<file path="src/pmau_pkg.sv">
package pmau_pkg;

  // register indices; byte address is four times the index
  localparam int unsigned ACC_INDEX  = 6;
  localparam int unsigned DATA_INDEX = 7;

  // access register field positions
  localparam int unsigned PHYAD_LSB = 11;
  localparam int unsigned REGIX_LSB = 6;
  localparam int unsigned WNR_BIT   = 1;
  localparam int unsigned BUSY_BIT  = 0;
  localparam int unsigned FIELD_W   = 5;
  localparam int unsigned DATA_W    = 16;

  // values after reset
  localparam logic [4:0]  PHYAD_RESET = 5'h00;
  localparam logic [4:0]  REGIX_RESET = 5'h00;
  localparam logic [15:0] DATA_RESET  = 16'h0000;

  // management clock timing
  localparam int unsigned CLK_PERIOD_NS  = 20;
  localparam int unsigned MDC_PERIOD_NS  = 400;
  localparam int unsigned MDC_PERIOD_CYC =
    (MDC_PERIOD_NS + CLK_PERIOD_NS - 1) / CLK_PERIOD_NS;
  localparam int unsigned MDC_HALF_CYC   = (MDC_PERIOD_CYC + 1) / 2;

  // management frame layout
  localparam int unsigned FRAME_BITS  = 64;
  localparam int unsigned FRM_OP_LSB  = 28;
  localparam int unsigned FRM_PHY_LSB = 23;
  localparam int unsigned FRM_REG_LSB = 18;
  localparam logic [31:0] PREAMBLE    = 32'hFFFFFFFF;
  localparam logic [1:0]  FRM_START   = 2'h1;
  localparam logic [1:0]  OP_WRITE    = 2'h1;
  localparam logic [1:0]  OP_READ     = 2'h2;
  localparam logic [1:0]  TA_WRITE    = 2'h2;
  localparam logic [5:0]  LAST_BIT    = 6'h3F;
  localparam logic [5:0]  TURN_BIT    = 6'h2E;
  localparam logic [5:0]  RDATA_BIT   = 6'h30;

  // longest busy window, used by checks
  localparam int unsigned BUSY_MAX_CYC = FRAME_BITS * MDC_HALF_CYC * 2 + 2;

  typedef enum logic {MG_IDLE, MG_SHIFT} pmau_state_t;

endpackage

</file>
<file path="src/pmau_tick_div.sv">
`timescale 1ns/10ps
module pmau_tick_div #(
  parameter int unsigned HALF = 10
) (
  input  wire logic i_core_clk,
  input  wire logic i_reset,
  input  wire logic i_clear,
  output logic      o_tick
);

  localparam int unsigned CW = (HALF > 1) ? $clog2(HALF) : 1;

  logic [CW-1:0] cnt_q;

  // one-cycle enable every HALF clocks, restartable
  always_ff @(posedge i_core_clk) begin
    if (i_reset || i_clear) begin
      cnt_q  <= '0;
      o_tick <= 1'b0;
    end else if (cnt_q == CW'(HALF - 1)) begin
      cnt_q  <= '0;
      o_tick <= 1'b1;
    end else begin
      cnt_q  <= cnt_q + CW'(1);
      o_tick <= 1'b0;
    end
  end

endmodule

</file>
<file path="src/pmau_top.sv">
`timescale 1ns/10ps
module pmau_top #(
  parameter int unsigned ADDR_W = 8
) (
  input  wire logic              i_core_clk,
  input  wire logic              i_reset,
  input  wire logic              i_psel,
  input  wire logic              i_penable,
  input  wire logic              i_pwrite,
  input  wire logic [ADDR_W-1:0] i_paddr,
  input  wire logic [31:0]       i_pwdata,
  output logic      [31:0]       o_prdata,
  output logic                   o_pready,
  output logic                   o_pslverr,
  input  wire logic              i_mdio_in,
  output logic                   o_mdc,
  output logic                   o_mdio_out,
  output logic                   o_mdio_oe
);

  import pmau_pkg::*;

  logic [4:0]          phy_addr_q;
  logic [4:0]          reg_index_q;
  logic                write_not_read_q;
  logic                mgmt_busy_q;
  logic [15:0]         data_q;
  pmau_state_t         state_q;
  logic [63:0]         frame_q;
  logic [5:0]          bit_q;
  logic [15:0]         rd_shift_q;
  logic [11:0]         busy_cnt_q;
  logic                apb_done;
  logic                hit_acc;
  logic                hit_data;
  logic                wr_acc;
  logic                wr_data;
  logic                start;
  logic                tick;
  logic                rise_tick;
  logic                fall_tick;
  logic                finish;
  logic [15:0]         pw_low;

  // word address match for a register index
  function automatic logic is_reg(input logic [ADDR_W-1:0] a,
                                  input int unsigned idx);
    return a == ADDR_W'(idx * 4);
  endfunction

  // assemble the serial frame shifted out msb first
  function automatic logic [63:0] build_frame(input logic [4:0]  phy,
                                              input logic [4:0]  idx,
                                              input logic        wnr,
                                              input logic [15:0] wd);
    return {PREAMBLE, FRM_START, wnr ? OP_WRITE : OP_READ, phy, idx,
            TA_WRITE, wnr ? wd : 16'h0000};
  endfunction

  // bus decode; register writes are ignored while busy
  assign apb_done  = i_psel & i_penable & o_pready;
  assign hit_acc   = is_reg(i_paddr, ACC_INDEX);
  assign hit_data  = is_reg(i_paddr, DATA_INDEX);
  assign wr_acc    = apb_done & i_pwrite & hit_acc & ~mgmt_busy_q;
  assign wr_data   = apb_done & i_pwrite & hit_data & ~mgmt_busy_q;
  assign start     = wr_acc & i_pwdata[BUSY_BIT];
  assign pw_low    = i_pwdata[15:0];

  // management clock edges
  assign rise_tick = tick & ~o_mdc & (state_q == MG_SHIFT);
  assign fall_tick = tick & o_mdc & (state_q == MG_SHIFT);
  assign finish    = fall_tick & (bit_q == LAST_BIT);

  pmau_tick_div #(
    .HALF (MDC_HALF_CYC)
  ) u_div (
    .i_core_clk (i_core_clk),
    .i_reset    (i_reset),
    .i_clear    (start),
    .o_tick     (tick)
  );

  // apb handshake: one wait cycle, then ready for one cycle
  always_ff @(posedge i_core_clk) begin
    if (i_reset) begin
      o_pready  <= 1'b0;
      o_pslverr <= 1'b0;
      o_prdata  <= 32'h00000000;
    end else begin
      o_pready <= i_psel & i_penable & ~o_pready;
      if (i_psel && i_penable && !o_pready) begin
        o_pslverr <= ~(hit_acc | hit_data);
        if (!i_pwrite && hit_acc) begin
          o_prdata <= {16'h0000, phy_addr_q, reg_index_q, 4'h0,
                       write_not_read_q, mgmt_busy_q};
        end else if (!i_pwrite && hit_data) begin
          o_prdata <= {16'h0000, data_q};
        end else begin
          o_prdata <= 32'h00000000;
        end
      end
    end
  end

  // access register fields; reserved bits are not stored
  always_ff @(posedge i_core_clk) begin
    if (i_reset) begin
      phy_addr_q       <= PHYAD_RESET;
      reg_index_q      <= REGIX_RESET;
      write_not_read_q <= 1'b0;
    end else if (wr_acc) begin
      phy_addr_q       <= i_pwdata[PHYAD_LSB +: FIELD_W];
      reg_index_q      <= i_pwdata[REGIX_LSB +: FIELD_W];
      write_not_read_q <= i_pwdata[WNR_BIT];
    end
  end

  // busy: set by software, cleared by the frame engine
  always_ff @(posedge i_core_clk) begin
    if (i_reset) begin
      mgmt_busy_q <= 1'b0;
    end else if (start) begin
      mgmt_busy_q <= 1'b1;
    end else if (finish) begin
      mgmt_busy_q <= 1'b0;
    end
  end

  // data register: software write or read result
  always_ff @(posedge i_core_clk) begin
    if (i_reset) begin
      data_q <= DATA_RESET;
    end else if (wr_data) begin
      data_q <= i_pwdata[DATA_W-1:0];
    end else if (finish && !write_not_read_q) begin
      data_q <= rd_shift_q;
    end
  end

  // frame engine: mdio changes after mdc falls, sampled as mdc rises
  always_ff @(posedge i_core_clk) begin
    if (i_reset) begin
      state_q    <= MG_IDLE;
      frame_q    <= 64'h0000000000000000;
      bit_q      <= 6'h00;
      o_mdc      <= 1'b0;
      o_mdio_out <= 1'b0;
      o_mdio_oe  <= 1'b0;
    end else begin
      case (state_q)
        MG_IDLE: begin
          if (start) begin
            state_q    <= MG_SHIFT;
            frame_q    <= build_frame(i_pwdata[PHYAD_LSB +: FIELD_W],
                                      i_pwdata[REGIX_LSB +: FIELD_W],
                                      i_pwdata[WNR_BIT], data_q);
            bit_q      <= 6'h00;
            o_mdc      <= 1'b0;
            o_mdio_out <= 1'b1;
            o_mdio_oe  <= 1'b1;
          end
        end
        MG_SHIFT: begin
          if (tick) begin
            o_mdc <= ~o_mdc;
            if (o_mdc) begin
              if (bit_q == LAST_BIT) begin
                state_q    <= MG_IDLE;
                o_mdio_out <= 1'b0;
                o_mdio_oe  <= 1'b0;
              end else begin
                bit_q      <= bit_q + 6'h01;
                frame_q    <= frame_q << 1;
                o_mdio_out <= frame_q[62];
                // release the line from turnaround on for reads
                o_mdio_oe  <= write_not_read_q |
                              ((bit_q + 6'h01) < TURN_BIT);
              end
            end
          end
        end
        default: begin
          state_q <= MG_IDLE;
        end
      endcase
    end
  end

  // collect read data bits on rising mdc
  always_ff @(posedge i_core_clk) begin
    if (i_reset) begin
      rd_shift_q <= 16'h0000;
    end else if (rise_tick && !write_not_read_q && bit_q >= RDATA_BIT) begin
      rd_shift_q <= {rd_shift_q[14:0], i_mdio_in};
    end
  end

  // busy length counter for checking
  always_ff @(posedge i_core_clk) begin
    if (i_reset || !mgmt_busy_q) begin
      busy_cnt_q <= 12'h000;
    end else if (busy_cnt_q != 12'hFFF) begin
      busy_cnt_q <= busy_cnt_q + 12'h001;
    end
  end

  AST_START_BUSY: assert property (@(posedge i_core_clk) disable iff (i_reset)
    start |=> mgmt_busy_q && state_q == MG_SHIFT)
    else $error("busy not set after start");

  AST_NO_START: assert property (@(posedge i_core_clk) disable iff (i_reset)
    (state_q == MG_IDLE && !start) |=> state_q == MG_IDLE)
    else $error("frame began without start");

  AST_BUSY_SHIFT: assert property (@(posedge i_core_clk) disable iff (i_reset)
    state_q == MG_SHIFT |-> mgmt_busy_q)
    else $error("busy low during frame");

  AST_BUSY_BOUND: assert property (@(posedge i_core_clk) disable iff (i_reset)
    busy_cnt_q <= 12'(BUSY_MAX_CYC))
    else $error("busy held too long");

  AST_FRAME_INDEX: assert property (@(posedge i_core_clk) disable iff (i_reset)
    start |=> frame_q[FRM_REG_LSB +: 5] == reg_index_q)
    else $error("register index missing from frame");

  AST_FRAME_PHY: assert property (@(posedge i_core_clk) disable iff (i_reset)
    start |=> frame_q[FRM_PHY_LSB +: 5] == phy_addr_q)
    else $error("transceiver address missing from frame");

  AST_FRAME_OP: assert property (@(posedge i_core_clk) disable iff (i_reset)
    start |=> frame_q[FRM_OP_LSB +: 2] ==
              (write_not_read_q ? OP_WRITE : OP_READ))
    else $error("wrong opcode in frame");

  AST_READ_LOAD: assert property (@(posedge i_core_clk) disable iff (i_reset)
    (finish && !write_not_read_q) |=> !mgmt_busy_q &&
                                      data_q == $past(rd_shift_q))
    else $error("read data not loaded as busy clears");

  AST_DATA_WR: assert property (@(posedge i_core_clk) disable iff (i_reset)
    wr_data |=> data_q == $past(pw_low))
    else $error("data register write lost");

  AST_RSVD_ZERO: assert property (@(posedge i_core_clk) disable iff (i_reset)
    o_pready |-> o_prdata[31:16] == 16'h0000)
    else $error("reserved bits read nonzero");

  AST_TURN_RELEASE: assert property (@(posedge i_core_clk)
    disable iff (i_reset)
    (state_q == MG_SHIFT && !write_not_read_q && bit_q >= TURN_BIT)
    |-> !o_mdio_oe)
    else $error("line driven during read turnaround");

  AST_MDC_LOW: assert property (@(posedge i_core_clk) disable iff (i_reset)
    $fell(o_mdc) |-> (!o_mdc)[*8])
    else $error("mdc low phase too short");

endmodule
</file>
<file path="config.mk">
export PLATFORM = sky130hd
export DESIGN_NAME = pmau_top
export DESIGN_NICKNAME = d
export VERILOG_FILES = /design/src/pmau_pkg.sv /design/src/pmau_tick_div.sv /design/src/pmau_top.sv
export SDC_FILE = /design/constraint.sdc
export NUM_CORES = 1
export LEC_CHECK = 0
export ABC_CLOCK_PERIOD_IN_PS = 5700
export CAP_MARGIN = 10
export CORE_ASPECT_RATIO = 2
export CORE_MARGIN = 4
export CORE_UTILIZATION = 30
export DETAILED_ROUTE_END_ITERATION = 12
export DONT_BUFFER_PORTS = 1
export PLACE_DENSITY_LB_ADDON = 0.15
export SLEW_MARGIN = 20
export SYNTH_ARGS = -nofsm -noshare
export SYNTH_HDL_FRONTEND = slang
export SYNTH_HIERARCHICAL = 1
export SYNTH_SLANG_ARGS = --single-unit
</file>
<file path="constraint.sdc">
create_clock -name i_core_clk -period 5.7 [get_ports i_core_clk]
set_clock_uncertainty 0.1 [all_clocks]
set_input_delay 0.57 -clock i_core_clk [delete_from_list [all_inputs] [get_ports i_core_clk]]
set_output_delay 0.57 -clock i_core_clk [all_outputs]
set_load 0.01 [all_outputs]
</file>
==> results.py, run 1 <==
metrics = {
    "final_layout": {
        "syn2layout_area_growth_pct": 11.1,
        "stdcell_count": 904,
        "antenna_cells": 0,
        "nNetsFinal": 678,
        "num-fill-cells": 2039,
        "design_area_um2": 6790,
        "final_layout_size_suffix_gt1_frac": 0.117,
    },
    "clock_tree": {
        "numClockSinks": 140,
        "cts.htree.levels": 4,
        "cts_resized": 0,
        "cts_buffers": 17,
        "clock_path_buffers": 2,
        "hold_buffers": 0,
        "post_cts_buffers": 0,
        "clk_latency_ns": 0.43,
        "cts_tree": "done",
        "cts.clk_slew.worst_paths_ns": 0.06,
        "clockRootBuffer": "clkbuf_16",
    },
    "critical_path": {
        "crit_required_ns": 5.91,
        "cp_num_buf_inv": 3,
        "slowest_delay_ns": 0.55,
        "cp-end-kind": "flop",
        "crit_arrival_ns": 3.26,
        "crit_fanout": 52,
        "critPathMostFrequentCell": "buf_4",
        "rr_endpoint": "frame_q[61]$_SDFFE_PP0P_",
        "rr_worst_depth": 6,
        "crit_family": "buffers and inverters",
        "startpoint_type": "flop",
        "cp_cell_sequence": "buf_4 > inv_1 > o31ai_4 > buf_4 > nand2_4 > a311oi_1",
        "critPathSlowestCell": "buf_4",
        "r2r_start": "state_q$_SDFF_PP0_",
        "r2r_slack_ns": 2.66,
        "crit_type": "flop to flop",
    },
    "timing": {
        "relSlewSlack": 0.279,
        "layout_setup_ws_ns": 2.66,
        "finalSetupViolCount": 0,
        "fin_crit_sh": 0.534,
        "rsz0062_at_grt": "no",
        "post-route-min-period_ns": 3.04,
        "hold_viol_final": 0,
        "fmax_ghz": 0.329,
        "tightestPinTransition_ns": 1.08,
        "slew_violations": 0,
        "setup-tns-final_ns": 0,
        "whs_ns": 0.141,
    },
    "power_and_ir_drop": {
        "ir_drop_uv": 251,
        "leakagePower_nw": 2.04,
        "power_density_nw_per_um2": 313,
    },
    "yosys": {
        "netlist_area_um2": 6110,
        "ys_ff_latch": 140,
        "ys.flop_type": "dfxtp_1",
        "ys_seq_area_frac": 0.459,
        "async_reset_ff_frac": 0,
        "syn-mean-instance-area_um2": 9.20,
        "synth_common_cells": "dfxtp_1 (140), nor3_1 (66), nand2_1 (49)",
        "synth.distinct_cells": 52,
        "synth_top_area_share": 0.459,
        "synth_edf_count": 0,
        "ys_top_cells_by_area": "dfxtp_1 (46%), mux2i_1 (7.0%), nor3_1 (5.4%)",
        "synthCells": 664,
        "yosysWarnings": 6,
        "yosysTopAreaCell": "dfxtp_1",
        "yosysMostFrequentCell": "dfxtp_1",
    },
    "floorplanning": {
        "die_h_um": 210,
        "rows": 73,
        "ioPinCount": 83,
        "dieArea_um2": 22900,
        "start_util": 0.305,
        "die_w_um": 109,
        "core_um2": 20000,
    },
    "min_path": {
        "min_to": "o_mdio_out$_SDFFE_PP0P_",
        "min_from": "i_reset",
        "hold_class": "input pin to flop",
        "holdPathStages": 1,
    },
    "routing": {
        "firstDrtPassIters": 4,
        "antenna_left": 0,
        "wire_per_inst_um": 18.6,
        "routed_wl_mm": 16.8,
        "num_vias": 4899,
        "route.detailed.drc": 0,
        "via_per_inst": 5.42,
        "drt-initial-drc-count": 230,
    },
    "place": {
        "io_buffers": 0,
        "gp_congestion": 0.749,
        "place_ws_ns": 2.57,
        "place_hpwl_mm": 10.7,
        "place_area_um2": 6190,
        "post-place-cells": 872,
    },
    "grt": {
        "grt_pass1_vias": 4811,
        "grt_pass1_wl_mm": 26.5,
        "grt_use_total": 0.149,
        "grt-ovfl-total": 0,
        "grt_max_degree": 118,
        "antenna_found_initial": 0,
    },
    "job": {
        "maxCapViolCount": 0,
    },
    "run_status": {
        "status": "complete, no violations",
    },
}
[sequential cells by signal, indices dropped and copies added (netlist names), 4 cells and up]
name and count:
bit_q 6, data_q 16, frame_q 63, o_prdata 16, phy_addr_q 5, rd_shift_q 16, reg_index_q 5, u_div/cnt_q 4
[layer usage]
layer  vias up  global-route usage  wire (µm)
li1       2343                   -          -
met1      2440               0.156       6420
met2        96               0.283       9450
met3        20              0.0292        585
met4         0              0.0602        387
met5         -                   0          0
[worst max path at each step]
| stage | endpoint | cells past startpoint | slack, ns | startpoint |
|---|---|---|---|---|
| finish | frame_q[61]$_SDFFE_PP0P_ | 6 | 2.66 | state_q$_SDFF_PP0_ |
| global route | frame_q[61]$_SDFFE_PP0P_ | 6 | 2.43 | state_q$_SDFF_PP0_ |
| CTS | o_mdio_out$_SDFFE_PP0P_ | 5 | 2.59 | state_q$_SDFF_PP0_ |
| detailed placement | frame_q[43]$_SDFFE_PP0P_ | 4 | 2.57 | i_paddr[5] |
| global placement | o_mdio_out$_SDFFE_PP0P_ | 5 | 2.61 | state_q$_SDFF_PP0_ |
| floorplan | frame_q[43]$_SDFFE_PP0P_ | 7 | 3.22 | i_paddr[5] |
[report_power, final]
group / internal, mW / total, mW / switching [mW]
registers: 0.981 / 0.984 / 0.00278
clock network: 0.669 / 1.11 / 0.442
logic: 0.00847 / 0.0275 / 0.0190
total: 1.66 / 2.12 / 0.464
[stage by stage]
stage,power [mW],util
finish,2.12,0.339
CTS,2.15,0.339
floorplan,1.05,-
global route,2.20,0.339
detailed placement,1.03,0.309
global placement,1.03,0.309
[cell families after synthesis]
family	share of synthesized area
simple gates	0.176
compound gates	0.192
flops	0.459
buf+inv	0.0825
mux	0.0796
fa+ha+maj	0.00614
xor+xnor	0.00430
other cells	0.000614
[area by class of cell]
type | count | area (µm²) | share of cell area
multi-input combinational | 440 | 2910 | 0.429
clock inverter | 13 | 139 | 0.0205
inverter | 20 | 75.1 | 0.0111
timing repair buffer | 10 | 75.1 | 0.0111
tap | 262 | 328 | 0.0483
clock buffer | 19 | 453 | 0.0667
sequential | 140 | 2800 | 0.413
[layout by cell type, fill, tap and decap left out, drive strengths merged, types with 22 or more instances in the layout]
cell	Yosys	final
mux2i	43	43
a21oi	45	45
a311oi	48	48
dfxtp	140	140
nor2	34	34
nand3	27	27
o21ai	22	22
inv	20	23
nor3	66	66
nand2	51	51
No activity file was read; power rests on OpenSTA's default activity.
==> run 2, diff against run 1 <==
--- a/config.mk
+++ b/config.mk
@@ -5,7 +5,8 @@
 export SDC_FILE = /design/constraint.sdc
 export NUM_CORES = 1
 export LEC_CHECK = 0
-export ABC_CLOCK_PERIOD_IN_PS = 5700
+export ABC_AREA = 1
+export ABC_CLOCK_PERIOD_IN_PS = 2590
 export CAP_MARGIN = 10
 export CORE_ASPECT_RATIO = 2
 export CORE_MARGIN = 4
==> constraint.sdc (replaced) <==
create_clock -name i_core_clk -period 2.59 [get_ports i_core_clk]
set_clock_uncertainty 0.1 [all_clocks]
set_input_delay 0.259 -clock i_core_clk [delete_from_list [all_inputs] [get_ports i_core_clk]]
set_output_delay 0.259 -clock i_core_clk [all_outputs]
set_load 0.01 [all_outputs]
==> run 2 against run 1 <==
Area after synthesis increased by 6.2%; critical path type unchanged; cell area rose by 10%; fmax increased by 46%; non-clock buffer count increased by 24; highest routed layer unchanged.
==> results.py, run 2 <==
metrics = {
    "run_status": {
        "status": "complete, no violations",
    },
    "yosys": {
        "synthCells": 927,
        "ys.flop_type": "dfxtp_1",
        "ys_seq_area_frac": 0.432,
        "synth_common_cells": "nand2_1 (205), dfxtp_1 (140), nand3_1 (115)",
        "yosysTopAreaCell": "dfxtp_1",
        "synth_edf_count": 0,
        "synth.distinct_cells": 35,
        "async_reset_ff_frac": 0,
        "yosysWarnings": 6,
        "ys_top_cells_by_area": "dfxtp_1 (43%), nand2_1 (12%), nand3_1 (8.9%)",
        "yosysMostFrequentCell": "nand2_1",
        "netlist_area_um2": 6490,
        "syn-mean-instance-area_um2": 7.00,
        "synth_top_area_share": 0.432,
        "ys_ff_latch": 140,
    },
    "final_layout": {
        "syn2layout_area_growth_pct": 15.1,
        "stdcell_count": 1203,
        "top_register": "frame_q",
        "mostFrequentLayoutCells": "nand2_1 (205), dfxtp_1 (140), nand3_1 (115)",
        "largest_reg_flops": 63,
        "final_common_cell": "nand2_1",
        "nNetsFinal": 968,
        "final_layout_size_suffix_gt1_frac": 0.117,
    },
    "grt": {
        "grt_max_degree": 88,
        "grt-ovfl-total": 0,
        "grt_use_total": 0.157,
        "grt_pass1_vias": 5557,
        "grt_pass1_wl_mm": 29.9,
        "antenna_found_initial": 2,
    },
    "critical_path": {
        "critPathSlowestCell": "inv_1",
        "r2r_start": "state_q$_SDFF_PP0_",
        "rr_worst_depth": 8,
        "slowest_delay_ns": 0.53,
        "crit_type": "flop to flop",
        "critPathMostFrequentCell": "nor2_1",
        "crit_fanout": 17,
        "crit_arrival_ns": 2.35,
        "cp_cell_sequence": "inv_4 > nor2_2 > inv_1 > nor2_1 > nand3_2 > inv_1 > nor2_1 > nor2_1",
        "r2r_slack_ns": 0.51,
        "crit_required_ns": 2.86,
        "rr_endpoint": "rd_shift_q[10]$_SDFFE_PP0P_",
        "startpoint_type": "flop",
        "cp-end-kind": "flop",
    },
    "floorplanning": {
        "ioPinCount": 83,
        "die_h_um": 216,
        "core_um2": 21100,
        "dieArea_um2": 24200,
        "start_util": 0.307,
        "die_w_um": 112,
        "rows": 75,
    },
    "power_and_ir_drop": {
        "power_density_nw_per_um2": 668,
        "leakagePower_nw": 2.87,
        "switchingPower_mw": 1.09,
        "swShare": 0.219,
        "finalPower_mw": 4.99,
        "intPower_mw": 3.90,
        "p_seq_frac": 0.437,
        "clockPowerShare": 0.530,
        "ir_drop_uv": 548,
        "combPwrFrac": 0.032,
    },
    "routing": {
        "routed-wl-met3_um": 570,
        "wire_per_inst_um": 15.7,
        "drt-initial-drc-count": 267,
        "dr_wl_met2_mm": 10.1,
        "highest_layer": "met4",
        "firstDrtPassIters": 4,
        "antenna_left": 0,
        "num_vias": 5748,
        "via_per_inst": 4.78,
        "route.detailed.drc": 0,
        "routed_wl_mm": 18.9,
        "wl_met1_mm": 7.40,
    },
    "place": {
        "place_ws_ns": 0.472,
        "io_buffers": 0,
        "post-place-cells": 1150,
        "place_hpwl_mm": 11.9,
        "gp_congestion": 0.770,
    },
    "timing": {
        "layout_setup_ws_ns": 0.510,
        "post-route-min-period_ns": 2.08,
        "relSlewSlack": 0.521,
        "slew_violations": 0,
        "tightestPinTransition_ns": 0.715,
        "hold_viol_final": 0,
        "whs_ns": 0.0294,
        "rsz0062_at_grt": "no",
        "setup-tns-final_ns": 0,
        "fmax_ghz": 0.481,
        "fin_crit_sh": 0.803,
        "finalSetupViolCount": 0,
    },
    "clock_tree": {
        "clk_latency_ns": 0.44,
        "numClockSinks": 140,
        "clockRootBuffer": "clkbuf_16",
        "post_cts_buffers": 0,
        "cts.clk_slew.worst_paths_ns": 0.06,
        "cts_tree": "done",
        "cts.htree.levels": 4,
        "clock_path_buffers": 2,
        "cts_resized": 0,
        "cts_buffers": 17,
    },
    "min_path": {
        "min_to": "data_q[15]$_SDFFE_PP0P_",
        "min_from": "i_pwdata[15]",
        "holdPathStages": 4,
        "hold_class": "input pin to flop",
    },
    "job": {
        "maxCapViolCount": 0,
    },
}
## run 2: cell type report
type,instances,area (µm²)
Inverter,61,231
Fill cell,2351,13600
Antenna cell,2,5.00
Timing Repair Buffer,34,358
Multi-Input combinational cell,665,3100
Sequential cell,140,2800
Clock inverter,12,166
Clock buffer,20,467
Tap cell,269,337
## run 2: worst max path at each step
stage	cells past startpoint	start	to
3_5_place_dp	8	state_q$_SDFF_PP0_	rd_shift_q[10]$_SDFFE_PP0P_
4_1_cts	8	state_q$_SDFF_PP0_	rd_shift_q[8]$_SDFFE_PP0P_
3_3_place_gp	8	state_q$_SDFF_PP0_	rd_shift_q[15]$_SDFFE_PP0P_
2_1_floorplan	11	bit_q[0]$_SDFFE_PP0P_	data_q[10]$_SDFFE_PP0P_
5_1_grt	8	state_q$_SDFF_PP0_	rd_shift_q[9]$_SDFFE_PP0P_
6_report	8	state_q$_SDFF_PP0_	rd_shift_q[10]$_SDFFE_PP0P_
## run 2: metal layers
metal  global-route usage  up-vias
met5                    0        -
met4               0.0919        0
met3               0.0300       37
met2                0.287       84
met1                0.164     2686
li1                     -     2941
## run 2: cell families (layout without fill, tap and decap cells)
family | count (synthesis) | count (layout) | share of synthesized area
compound gates | 157 | 157 | 0.125
xor+xnor | 2 | 2 | 0.00270
fa+ha+maj | 3 | 3 | 0.00578
buf+inv | 137 | 127 | 0.100
flops | 140 | 140 | 0.432
other cells | 1 | 18 | 0.000578
simple gates | 487 | 487 | 0.335
## run 2: worst max-delay path, delay by kind of cell, from the launching register on
kind / cells / cell delay (ns)
simple gates: 5 / 0.83
buf+inv: 3 / 0.71
flops: 1 / 0.37
## run 2: power by group through the flow
| stage | sequential, mW | clock (mW) | combinational [mW] |
|---|---|---|---|
| after global routing | 2.18 | 2.80 | 0.180 |
| after detailed placement | 2.23 | 0 | 0.100 |
| final | 2.18 | 2.64 | 0.161 |
| after global placement | 2.23 | 0 | 0.0990 |
| after CTS | 2.18 | 2.71 | 0.162 |
| after floorplan | 2.23 | 0 | 0.111 |
## run 2: through the flow
stage                     cell area (µm²)   util
after detailed placement             6620  0.314
final                                7470  0.354
after global placement               6620  0.314
after CTS                            7460  0.354
after floorplan                      6550      -
after global routing                 7470  0.354
## run 2: what timing repair did
item / 4_1_cts / 5_1_grt
hold endpoints to repair: 116 / 0
hold buffers: 19 / 0
setup endpoints to repair: 0 / 0
==> run 3, diff against run 2 <==
--- a/config.mk
+++ b/config.mk
@@ -6,7 +6,7 @@
 export NUM_CORES = 1
 export LEC_CHECK = 0
 export ABC_AREA = 1
-export ABC_CLOCK_PERIOD_IN_PS = 2590
+export ABC_CLOCK_PERIOD_IN_PS = 1800
 export CAP_MARGIN = 10
 export CORE_ASPECT_RATIO = 2
 export CORE_MARGIN = 4
==> constraint.sdc (replaced) <==
create_clock -name i_core_clk -period 1.8 [get_ports i_core_clk]
set_clock_uncertainty 0.1 [all_clocks]
set_input_delay 0.18 -clock i_core_clk [delete_from_list [all_inputs] [get_ports i_core_clk]]
set_output_delay 0.18 -clock i_core_clk [all_outputs]
set_load 0.01 [all_outputs]
==> run 3 against run 2 <==
Cell area up 9.0%; global-route usage up 0.73 points; via count up 2.9%; sequential share of layout area down 3.1 points; combinational power up 60%; count of clock-buffer cells in the layout up 1; sequential cell count unchanged; setup slack worse by 0.45 ns; fmax up 20%; critical path type unchanged; largest power group unchanged; highest routed layer unchanged.
==> results.py, run 3 (same netlist as run 2, synthesis figures left out) <==
metrics = {
    "run_status": {
        "status": "complete, no violations",
    },
    "floorplanning": {
        "core_um2": 21100,
        "start_util": 0.307,
        "rows": 75,
        "die_h_um": 216,
        "dieArea_um2": 24200,
        "ioPinCount": 83,
        "die_w_um": 112,
    },
    "critical_path": {
        "startpoint_type": "flop",
        "cp-end-kind": "flop",
        "rr_worst_depth": 6,
        "rr_endpoint": "o_pslverr$_SDFFE_PP0P_",
        "crit_fanout": 6,
        "r2r_slack_ns": 0.06,
        "crit_type": "flop to flop",
        "r2r_start": "o_pready$_SDFF_PP0_",
        "crit_required_ns": 2.08,
        "crit_arrival_ns": 2.01,
    },
    "timing": {
        "hold_viol_final": 0,
        "rsz0062_at_grt": "yes",
        "fmax_ghz": 0.576,
        "post-route-min-period_ns": 1.74,
        "finalSetupViolCount": 0,
        "slew_violations": 0,
        "fin_crit_sh": 0.965,
    },
    "clock_tree": {
        "clock_path_buffers": 2,
        "clockRootBuffer": "clkbuf_16",
        "cts_tree": "done",
        "cts.clk_slew.worst_paths_ns": 0.06,
        "cts.htree.levels": 4,
        "cts_buffers": 17,
        "numClockSinks": 140,
        "clk_latency_ns": 0.44,
    },
    "final_layout": {
        "mostFrequentLayoutCells": "nand2_1 (205), dfxtp_1 (138), nand3_1 (111)",
        "final_layout_size_suffix_gt1_frac": 0.165,
        "nNetsFinal": 1016,
        "fin_util": 0.386,
        "top_register": "frame_q",
        "final_common_cell": "nand2_1",
        "syn2layout_area_growth_pct": 25.5,
        "stdcell_count": 1250,
        "largest_reg_flops": 63,
        "num-fill-cells": 2264,
    },
    "power_and_ir_drop": {
        "power_density_nw_per_um2": 903,
        "ir_drop_uv": 708,
        "leakagePower_nw": 3.23,
    },
    "routing": {
        "routed_wl_mm": 19.9,
        "via_per_inst": 4.73,
        "antenna_left": 0,
        "num_vias": 5914,
        "firstDrtPassIters": 4,
        "wire_per_inst_um": 15.9,
        "drt-initial-drc-count": 251,
        "route.detailed.drc": 0,
    },
    "grt": {
        "grt_pass1_vias": 5711,
        "grt_max_degree": 79,
        "grt_pass1_wl_mm": 31.0,
        "antenna_found_initial": 1,
        "grt-ovfl-total": 0,
        "grt_use_total": 0.164,
    },
    "place": {
        "place_hpwl_mm": 13.3,
        "post-place-cells": 1184,
        "gp_congestion": 0.787,
        "io_buffers": 0,
    },
    "min_path": {
        "min_to": "o_prdata[12]$_SDFFE_PP0P_",
        "min_from": "i_reset",
        "hold_class": "input pin to flop",
        "holdPathStages": 2,
    },
    "job": {
        "maxCapViolCount": 0,
    },
}
-- run 3: what timing repair did --
item,in CTS,in global routing
setup buffers,0,2
hold endpoints to repair,121,0
resized for setup,1,26
pin swaps,0,13
hold buffers,28,0
endpoints found under the setup margin,1,42
cloned,0,3
-- run 3: layout make-up --
class	count	area [µm²]	area share
inverter	61	236	0.0290
antenna	1	2.50	0.000307
timing repair buffer	82	921	0.113
sequential	140	2810	0.344
clock buffer	21	470	0.0578
multi-input combinational	665	3180	0.391
clock inverter	11	189	0.0232
tap	269	337	0.0413
-- run 3: metal layers --
| layer | part of all wire | GRT usage | up-vias | wire length, µm |
|---|---|---|---|---|
| met5 | 0 | 0 | - | 0 |
| met4 | 0.043 | 0.0927 | 0 | 849 |
| met3 | 0.028 | 0.0350 | 41 | 553 |
| met2 | 0.55 | 0.304 | 97 | 10900 |
| met1 | 0.38 | 0.168 | 2735 | 7580 |
| li1 | - | - | 3041 | - |
-- run 3: worst max-delay path by stage --
stage / slack, ns / end / startpoint
after floorplan: 0.007 / data_q[10]$_SDFFE_PP0P_ / bit_q[1]$_SDFFE_PP0P_
after global placement: 0.03 / frame_q[31]$_SDFFE_PP0P_ / bit_q[0]$_SDFFE_PP0P_
after detailed placement: 0.006 / data_q[0]$_SDFFE_PP0P_ / bit_q[1]$_SDFFE_PP0P_
after CTS: 0.02 / data_q[10]$_SDFFE_PP0P_ / bit_q[1]$_SDFFE_PP0P_
after global routing: -0.07 / o_pslverr$_SDFFE_PP0P_ / o_pready$_SDFF_PP0_
final: 0.06 / o_pslverr$_SDFFE_PP0P_ / o_pready$_SDFF_PP0_
-- run 3: per-stage QoR --
stage / hold slack, ns / total power [mW] / instance area [µm²] / TNS [ns] / setup slack (ns)
2_1_floorplan: 0.151 / 3.36 / 6550 / 0 / 0.00673
5_1_grt: 0.0461 / 7.59 / 8140 / -0.985 / -0.0666
3_3_place_gp: 0.162 / 3.37 / 6970 / 0 / 0.0328
6_report: 0.0245 / 7.35 / 8140 / 0 / 0.0626
4_1_cts: 0.0193 / 7.45 / 7930 / 0 / 0.0169
3_5_place_dp: 0.164 / 3.37 / 6970 / 0 / 0.00599
-- run 3: power breakdown --
group	total (mW)	switching [mW]	internal [mW]
clock	3.95	1.39	2.56
sequential	3.14	0.0241	3.12
combinational	0.258	0.164	0.0946
total	7.35	1.58	5.78
-- run 3: critical path, cell delays in order, from the launching register on --
cell           delay, ns
dfxtp_1             0.32
nor2_1              0.22
inv_2               0.14
nor2_1              0.16
nand2_1             0.07
a21oi_1             0.11
dlygate4sd3_1       0.55
